<file path="src/ptpc_pkg.sv">
// Constants for the timestamp address and port configuration block.
// Assumes a classic Wishbone master on a 10 MHz clock with a synchronous active-high reset.
// Operation
// - Low 32 bits of the user address are a read/write register, reset zero.
// - High 16 bits of the user address come from the companion register bits 15:0.
// - Each port enables the user address with its own configuration bit.
// - Bit 31 set makes port 2 master: capture Sync transmit, Delay_Req receive.
// - Bit 31 clear makes port 2 slave: capture Delay_Req transmit, Sync receive.
// - Bit 30, reset one, enables address 01:00:5E:00:01:81 on port 2.
// - Bit 29, reset zero, enables address 01:00:5E:00:01:82 on port 2.
// - Bit 28, reset zero, enables address 01:00:5E:00:01:83 on port 2.
// - Bit 27, reset zero, enables address 01:00:5E:00:01:84 on port 2.
// - Bit 26, reset zero, enables the user address on port 2.
// - Bit 25, reset one, blocks port 2 receive capture while its interrupt pends.
// - Bit 24, reset one, blocks port 2 transmit capture while its interrupt pends.
// - Bit 23, reset zero, selects master or slave for port 1 likewise.
package ptpc_pkg;
  localparam logic [11:0] ADDR_HIGH_OFS = 12'h18C;
  localparam logic [11:0] ADDR_LOW_OFS = 12'h190;
  localparam logic [11:0] CONFIG_OFS = 12'h194;
  localparam logic [11:0] INT_STATUS_OFS = 12'h198;
  localparam logic [11:0] INT_MASK_OFS = 12'h19C;
  localparam logic [31:0] ADDR_LOW_RST = 32'h0000_0000;
  localparam logic [15:0] ADDR_HIGH_RST = 16'h0000;
  localparam logic [31:0] CONFIG_RST = 32'h4343_0000;
  localparam logic [31:0] CONFIG_WMASK = 32'hFFFF_0000;
  localparam logic [3:0] INT_RST = 4'h0;
  localparam int PORT2_BASE = 31;
  localparam int PORT1_BASE = 23;
  localparam int FLD_MASTER = 7;
  localparam int FLD_PRI = 6;
  localparam int FLD_ALT1 = 5;
  localparam int FLD_ALT2 = 4;
  localparam int FLD_ALT3 = 3;
  localparam int FLD_USER = 2;
  localparam int FLD_LOCK_RX = 1;
  localparam int FLD_LOCK_TX = 0;
  localparam logic [47:0] PRI_ADDR = 48'h0100_5E00_0181;
  localparam logic [47:0] ALT1_ADDR = 48'h0100_5E00_0182;
  localparam logic [47:0] ALT2_ADDR = 48'h0100_5E00_0183;
  localparam logic [47:0] ALT3_ADDR = 48'h0100_5E00_0184;
endpackage

</file>
<file path="src/ptpc_port_if.sv">
// Interface between the register core and one per-port frame classifier.
// Assumes both ends run on the same clock.
`timescale 1ns/100ps
interface ptpc_port_if;
  logic [7:0] cfg;
  logic [47:0] user_addr;
  logic pend_rx;
  logic pend_tx;
  logic frm_valid;
  logic frm_tx;
  logic frm_sync;
  logic [47:0] frm_da;
  logic cap_rx;
  logic cap_tx;
  modport ctl (output cfg, user_addr, pend_rx, pend_tx, frm_valid, frm_tx, frm_sync, frm_da,
               input cap_rx, cap_tx);
  modport port (input cfg, user_addr, pend_rx, pend_tx, frm_valid, frm_tx, frm_sync, frm_da,
                output cap_rx, cap_tx);
endinterface

</file>
<file path="src/ptpc_port.sv">
// Per-port PTP frame classifier and capture gate.
// Assumes frame reports come from logic on the same clock, one cycle each.
`timescale 1ns/100ps
module ptpc_port (
  input wire logic clk_i,
  input wire logic rst_i,
  ptpc_port_if.port pif
);
  logic match;
  logic want;
  logic hit;
  logic cap_rx_d;
  logic cap_tx_d;
  logic cap_rx_q;
  logic cap_tx_q;

  always_comb begin
    // Address match against enabled addresses only
    match = (pif.cfg[ptpc_pkg::FLD_PRI] && pif.frm_da == ptpc_pkg::PRI_ADDR) ||
            (pif.cfg[ptpc_pkg::FLD_ALT1] && pif.frm_da == ptpc_pkg::ALT1_ADDR) ||
            (pif.cfg[ptpc_pkg::FLD_ALT2] && pif.frm_da == ptpc_pkg::ALT2_ADDR) ||
            (pif.cfg[ptpc_pkg::FLD_ALT3] && pif.frm_da == ptpc_pkg::ALT3_ADDR) ||
            (pif.cfg[ptpc_pkg::FLD_USER] && pif.frm_da == pif.user_addr);
    // Master: Sync on transmit, Delay_Req on receive; slave the other way round
    want = pif.cfg[ptpc_pkg::FLD_MASTER] ? (pif.frm_tx == pif.frm_sync)
                                         : (pif.frm_tx != pif.frm_sync);
    hit = pif.frm_valid && match && want;
    cap_rx_d = hit && !pif.frm_tx && !(pif.cfg[ptpc_pkg::FLD_LOCK_RX] && pif.pend_rx);
    cap_tx_d = hit && pif.frm_tx && !(pif.cfg[ptpc_pkg::FLD_LOCK_TX] && pif.pend_tx);
  end

  always_ff @(posedge clk_i) begin
    if (rst_i) begin
      cap_rx_q <= 1'b0;
      cap_tx_q <= 1'b0;
    end else begin
      cap_rx_q <= cap_rx_d;
      cap_tx_q <= cap_tx_d;
    end
  end

  assign pif.cap_rx = cap_rx_q;
  assign pif.cap_tx = cap_tx_q;
endmodule

</file>
<file path="src/ptpc_top.sv">
// Register core: user address, port configuration, capture interrupts, Wishbone slave.
// Assumes a classic Wishbone master on clk_i and same-clock frame reports per port.
//
// Decided for this implementation: the Wishbone interface to the registers.
`timescale 1ns/100ps
module ptpc_top (
  input wire logic clk_i,
  input wire logic rst_i,
  input wire logic wb_cyc_i,
  input wire logic wb_stb_i,
  input wire logic wb_we_i,
  input wire logic [11:0] wb_adr_i,
  input wire logic [3:0] wb_sel_i,
  input wire logic [31:0] wb_dat_i,
  output logic [31:0] wb_dat_o,
  output logic wb_ack_o,
  output logic irq_o,
  input wire logic [1:0] frm_valid_i,
  input wire logic [1:0] frm_tx_i,
  input wire logic [1:0] frm_sync_i,
  input wire logic [1:0][47:0] frm_da_i,
  output logic [1:0] cap_rx_o,
  output logic [1:0] cap_tx_o
);
  logic [31:0] addr_low_q;
  logic [31:0] addr_low_d;
  logic [15:0] addr_high_q;
  logic [15:0] addr_high_d;
  logic [31:0] config_q;
  logic [31:0] config_d;
  logic [3:0] sts_q;
  logic [3:0] sts_d;
  logic [3:0] msk_q;
  logic [3:0] msk_d;
  logic [31:0] dat_q;
  logic [31:0] dat_d;
  logic ack_q;
  logic ack_d;
  logic irq_q;
  logic irq_d;
  logic req;
  logic wr;
  logic [3:0] set;
  logic [3:0] clr;
  logic [47:0] user_addr;
  logic [1:0] cap_rx;
  logic [1:0] cap_tx;

  // Byte-lane merge of a write into an old value
  function automatic logic [31:0] merge(input logic [31:0] old, input logic [31:0] nw,
                                        input logic [3:0] sel);
    logic [31:0] r;
    r = old;
    for (int b = 0; b < 4; b++) begin
      if (sel[b]) begin
        r[b*8 +: 8] = nw[b*8 +: 8];
      end
    end
    return r;
  endfunction

  // Register hit for a word offset
  function automatic logic hit_ofs(input logic [11:0] adr, input logic [11:0] ofs);
    return adr[11:2] == ofs[11:2];
  endfunction

  assign user_addr = {addr_high_q, addr_low_q};

  generate
    for (genvar p = 0; p < 2; p++) begin : g_port
      localparam int BASE = (p == 1) ? ptpc_pkg::PORT2_BASE : ptpc_pkg::PORT1_BASE;
      ptpc_port_if pif();
      assign pif.cfg = config_q[BASE -: 8];
      assign pif.user_addr = user_addr;
      assign pif.pend_rx = sts_q[2*p] | pif.cap_rx;
      assign pif.pend_tx = sts_q[2*p+1] | pif.cap_tx;
      assign pif.frm_valid = frm_valid_i[p];
      assign pif.frm_tx = frm_tx_i[p];
      assign pif.frm_sync = frm_sync_i[p];
      assign pif.frm_da = frm_da_i[p];
      assign cap_rx[p] = pif.cap_rx;
      assign cap_tx[p] = pif.cap_tx;
      ptpc_port u_port (
        .clk_i(clk_i),
        .rst_i(rst_i),
        .pif(pif.port)
      );
    end
  endgenerate

  always_comb begin
    req = wb_cyc_i && wb_stb_i && !ack_q;
    wr = req && wb_we_i;
    addr_low_d = addr_low_q;
    addr_high_d = addr_high_q;
    config_d = config_q;
    msk_d = msk_q;
    clr = 4'h0;
    if (wr && hit_ofs(wb_adr_i, ptpc_pkg::ADDR_LOW_OFS)) begin
      addr_low_d = merge(addr_low_q, wb_dat_i, wb_sel_i);
    end
    if (wr && hit_ofs(wb_adr_i, ptpc_pkg::ADDR_HIGH_OFS)) begin
      addr_high_d = 16'(merge({16'h0000, addr_high_q}, wb_dat_i, wb_sel_i));
    end
    if (wr && hit_ofs(wb_adr_i, ptpc_pkg::CONFIG_OFS)) begin
      config_d = merge(config_q, wb_dat_i, wb_sel_i) & ptpc_pkg::CONFIG_WMASK;
    end
    if (wr && hit_ofs(wb_adr_i, ptpc_pkg::INT_MASK_OFS) && wb_sel_i[0]) begin
      msk_d = wb_dat_i[3:0];
    end
    if (wr && hit_ofs(wb_adr_i, ptpc_pkg::INT_STATUS_OFS) && wb_sel_i[0]) begin
      clr = wb_dat_i[3:0];
    end
    // Status: port 1 rx/tx in bits 1:0, port 2 rx/tx in bits 3:2; set beats clear
    set = {cap_tx[1], cap_rx[1], cap_tx[0], cap_rx[0]};
    sts_d = (sts_q & ~clr) | set;
    irq_d = |(sts_q & msk_q);
    ack_d = req;
    dat_d = 32'h0000_0000;
    if (req && !wb_we_i) begin
      if (hit_ofs(wb_adr_i, ptpc_pkg::ADDR_LOW_OFS)) begin
        dat_d = addr_low_q;
      end else if (hit_ofs(wb_adr_i, ptpc_pkg::ADDR_HIGH_OFS)) begin
        dat_d = {16'h0000, addr_high_q};
      end else if (hit_ofs(wb_adr_i, ptpc_pkg::CONFIG_OFS)) begin
        dat_d = config_q;
      end else if (hit_ofs(wb_adr_i, ptpc_pkg::INT_STATUS_OFS)) begin
        dat_d = {28'h0000000, sts_q};
      end else if (hit_ofs(wb_adr_i, ptpc_pkg::INT_MASK_OFS)) begin
        dat_d = {28'h0000000, msk_q};
      end
    end
  end

  always_ff @(posedge clk_i) begin
    if (rst_i) begin
      addr_low_q <= ptpc_pkg::ADDR_LOW_RST;
      addr_high_q <= ptpc_pkg::ADDR_HIGH_RST;
      config_q <= ptpc_pkg::CONFIG_RST;
      sts_q <= ptpc_pkg::INT_RST;
      msk_q <= ptpc_pkg::INT_RST;
      dat_q <= 32'h0000_0000;
      ack_q <= 1'b0;
      irq_q <= 1'b0;
    end else begin
      addr_low_q <= addr_low_d;
      addr_high_q <= addr_high_d;
      config_q <= config_d;
      sts_q <= sts_d;
      msk_q <= msk_d;
      dat_q <= dat_d;
      ack_q <= ack_d;
      irq_q <= irq_d;
    end
  end

  assign wb_dat_o = dat_q;
  assign wb_ack_o = ack_q;
  assign irq_o = irq_q;
  assign cap_rx_o = cap_rx;
  assign cap_tx_o = cap_tx;
endmodule

</file>
<file path="config.mk">
export PLATFORM = sky130hd
export DESIGN_NAME = ptpc_top
export DESIGN_NICKNAME = d
export VERILOG_FILES = /design/src/ptpc_pkg.sv /design/src/ptpc_port_if.sv /design/src/ptpc_port.sv /design/src/ptpc_top.sv
export SDC_FILE = /design/constraint.sdc
export NUM_CORES = 1
export LEC_CHECK = 0
export BUFFER_PORTS_ARGS = -buffer_cell sky130_fd_sc_hd__buf_2
export CAP_MARGIN = 20
export CELL_PAD_IN_SITES_DETAIL_PLACEMENT = 1
export CELL_PAD_IN_SITES_GLOBAL_PLACEMENT = 1
export CORE_ASPECT_RATIO = 0.6
export CORE_MARGIN = 2
export CORE_UTILIZATION = 37
export DETAILED_ROUTE_END_ITERATION = 7
export PLACE_DENSITY_LB_ADDON = 0.12
export SLEW_MARGIN = 15
export SYNTH_ARGS = -nofsm -noshare
export SYNTH_HDL_FRONTEND = slang
export SYNTH_SLANG_ARGS = --single-unit
export TNS_END_PERCENT = 30
</file>
<file path="constraint.sdc">
create_clock -name clk_i -period 2 [get_ports clk_i]
set_input_delay 0.3 -clock clk_i [delete_from_list [all_inputs] [get_ports clk_i]]
set_output_delay 0.3 -clock clk_i [all_outputs]
set_load 0.02 [all_outputs]
</file>
==> summary.txt <==
Clocking
  – Max Root-Sink Buffers: 2
  – CTS tree: yes
  – CTS root buf: clkbuf_16
  – Clock-pin transition on the worst setup and hold timing paths: 0.08 ns
  – CTS Buf Count: 9
  – # resized after CTS: 0
  – H-tree Lvls: 3
  – Clock tree sinks: 110
  – Total setup buffers inserted after CTS: 0
  – Clock latency on the worst-skew pair: 0.36 ns
  – Cts hold-fix bufs: 0

Placed design
  – GP Congestion: 0.925
  – Port Buffer Count: 190
  – DP Worst Slack: -0.135 ns
  – Final HPWL DP: 19,100 µm

Yosys
  – Main synth FF type: dfxtp_1
  – Yosys reg bits: 110
  – Cell variety after synth: 43
  – Cell taking the most area after synthesis: dfxtp_1
  – Ys Warns: 0
  – Post-synth EDFFs: 0
  – Syn_area_per_cell: 9.18 µm²
  – Syn Std Cell Area: 0.00557 mm²
  – Post-Syn Instances: 607
  – Top-area cell type share of the netlist area: 39.5%
  – Async S/R FF share, synth: 0%
  – Sequential area share after synthesis: 39.5%
  – Dominant cells by area after synthesis: dfxtp_1, xnor2_1, mux2i_1, nor2_1, a22oi_1
  – Syn nets: 762

Timing
  – Worst Clk Skew: 0.0107 ns
  – Endpoints failing hold: 0
  – Final slew viol count: 0
  – Hold slack: 0.195 ns
  – Worst-margin pin slew: 0.549 ns
  – Setup TNS: 0 ns
  – Fmax: 555 MHz
  – RSZ-0062 raised after global routing: false
  – Final period utilization: 90.1%
  – Tmin final: 1.80 ns
  – Number of setup violations in the final report: 0
  – Final WS setup: 0.198 ns
  – Slew margin rel.: 63.0%

Floorplan
  – Die W: 162 µm
  – Core area: 0.0146 mm²
  – Die span in y: 99.1 µm
  – Starting Density: 38.2%
  – Row count: 34
  – Io pins: 193
  – Die area: 0.0161 mm²

Finish
  – Share of layout cells above drive strength 1: 30.9%
  – # diodes: 0
  – Final net count: 974
  – Area Overhead vs Synth: 30.9%

GRT
  – Total GRT Usage: 29.6%
  – Vias in the first global route: 5,889
  – Antenna violations before repair: 0
  – Grt peak-use layer: met2
  – Grt ovf: 0
  – Met3 Use GR: 5.60%
  – First-pass GRT wire length: 35,300 µm
  – M2 GR Usage: 46.3%
  – Met1 usage: 42.3%
  – Largest net degree at the start of global routing: 31

Hold path
  – Min-Delay Path Class: input port to register
  – Hold path depth: 3

Power
  – P_leak: 2.71 nW
  – Peak supply drop: 0.000368 V
  – Sw power: 0.00123 W
  – Sequential Power Share: 47.2%
  – Switching Share: 26.4%
  – Total power: 0.00464 W
  – Comb power frac: 10.8%
  – PD cells: 636 mW/mm²
  – Clock share of power: 42.0%
  – Int Pwr: 0.00342 W

Worst setup path
  – CP Class: register to register
  – Worst Path Required: 2.29 ns
  – Worst-path maximum fanout: 2
  – CP arrival: 2.09 ns
  – Startpoint Class: register
  – CP Capture Type: register
  – Reg2Reg Depth: 5

Detailed routing
  – Detailed Routing Iterations Pass 1: 5
  – DR iter-0 viols: 388
  – Drt via density: 5.45
  – Final WL: 23,300 µm
  – DR vias: 5,570
  – WL/cell: 22.8 µm
  – Antenna Violating Nets Remaining: 0
  – Post-route DRC: 0

Job
  – Max Cap Viol: 0

Status
  – Status: finished clean
[through the flow]
step           instance area [µm²]  std cells  util [%]
5_1_grt                       7300       1022      50.0
4_1_cts                       7300       1022      50.0
2_1_floorplan                 5570        607         -
6_report                      7300       1022      50.0
3_5_place_dp                  6980       1006      47.9
3_3_place_gp                  6980       1006      47.9
[placed cells by master, fill, tap and decap left out, types with 4 or more instances in the layout]
cell type,instances
o21ai_0,13
nor2b_1,9
a22oi_1,30
dfxtp_1,110
nand2_1,11
nand2b_1,11
nand3_1,7
xor2_1,6
mux2i_1,62
nor3b_1,4
xnor2_1,81
a311oi_1,4
inv_1,15
buf_12,5
nor4_1,14
nor2_1,106
nor3_1,9
nand4_1,24
a21oi_1,17
buf_4,32
buf_2,190
clkbuf_16,9
a222oi_1,4
nor4b_1,10
nor3_4,4
[cells by family (layout without fill, tap and decap cells)]
| family | Yosys count | in the layout | synth area share [%] |
|---|---|---|---|
| simple gates | 229 | 229 | 22.7 |
| flops | 110 | 110 | 39.5 |
| xor+xnor | 87 | 87 | 13.7 |
| compound gates | 78 | 78 | 9.70 |
| mux | 62 | 62 | 11.1 |
| buf+inv | 41 | 258 | 3.32 |
[power by group through the flow]
stage	clock (W)	combinational [W]	sequential (W)
floorplan	0	0.000177	0.00224
global placement	0	0.000488	0.00224
detailed placement	0	0.000494	0.00224
CTS	0.00196	0.000497	0.00219
global route	0.00206	0.000536	0.00219
finish	0.00195	0.000503	0.00219
[state kept, by name, indices dropped and copies added, names as in the netlist]
name                      count
wb_ack_o                      1
addr_low_q                   32
wb_dat_o                     32
irq_o                         1
msk_q                         4
config_q                     16
sts_q                         4
g_port.u_port.pif.cap_rx      2
addr_high_q                  16
g_port.u_port.pif.cap_tx      2
[Yosys cell counts (2+ instances only)]
cell type / number
a2111o_1: 2
a21oi_1: 17
a221o_1: 2
a222oi_1: 4
a22oi_1: 30
a311oi_1: 4
a31oi_1: 2
and3_1: 3
buf_2: 7
buf_4: 6
clkbuf_1: 12
dfxtp_1: 110
inv_1: 15
mux2i_1: 62
nand2_1: 11
nand2b_1: 11
nand3_1: 7
nand3b_1: 3
nand4_1: 24
nor2_1: 106
nor2b_1: 9
nor3_1: 9
nor3_2: 2
nor3_4: 4
nor3b_1: 4
nor4_1: 14
nor4b_1: 10
o2111ai_1: 3
o21ai_0: 13
or4_1: 3
xnor2_1: 81
xor2_1: 6
[layer usage]
metal / vias to the layer above / routed length, µm
met2: 220 / 10400
met5: - / 0
li1: 2579 / -
met3: 24 / 1550
met1: 2747 / 11000
met4: 0 / 344
[critical path, cell delays in order (launching register included)]
cell	delay, ns
dfxtp_1	0.33
xor2_1	0.20
a2111o_1	0.39
nor4_1	0.40
nand4_1	0.21
a21oi_1	0.20
[area by class of cell]
class | count | area [µm²]
Fill cell | 1794 | 7300
Multi-Input combinational cell | 456 | 3190
Sequential cell | 110 | 2200
Timing Repair Buffer | 227 | 1290
Tap cell | 198 | 248
Clock buffer | 9 | 225
Clock inverter | 7 | 86.3
Inverter | 15 | 56.3
[path summary, 6_finish.rpt]
path | from | endpoint | slack (ns)
hold reg to reg | msk_q[0] | msk_q[0] | 0.55
setup / recovery | addr_low_q[19] | g_port[1].u_port.pif.cap_tx | 0.20
hold / removal | wb_dat_i[11] | addr_low_q[11] | 0.19
setup reg to reg | addr_low_q[19] | g_port[1].u_port.pif.cap_tx | 0.20
Note: power is estimated with default switching activity, not from simulation.
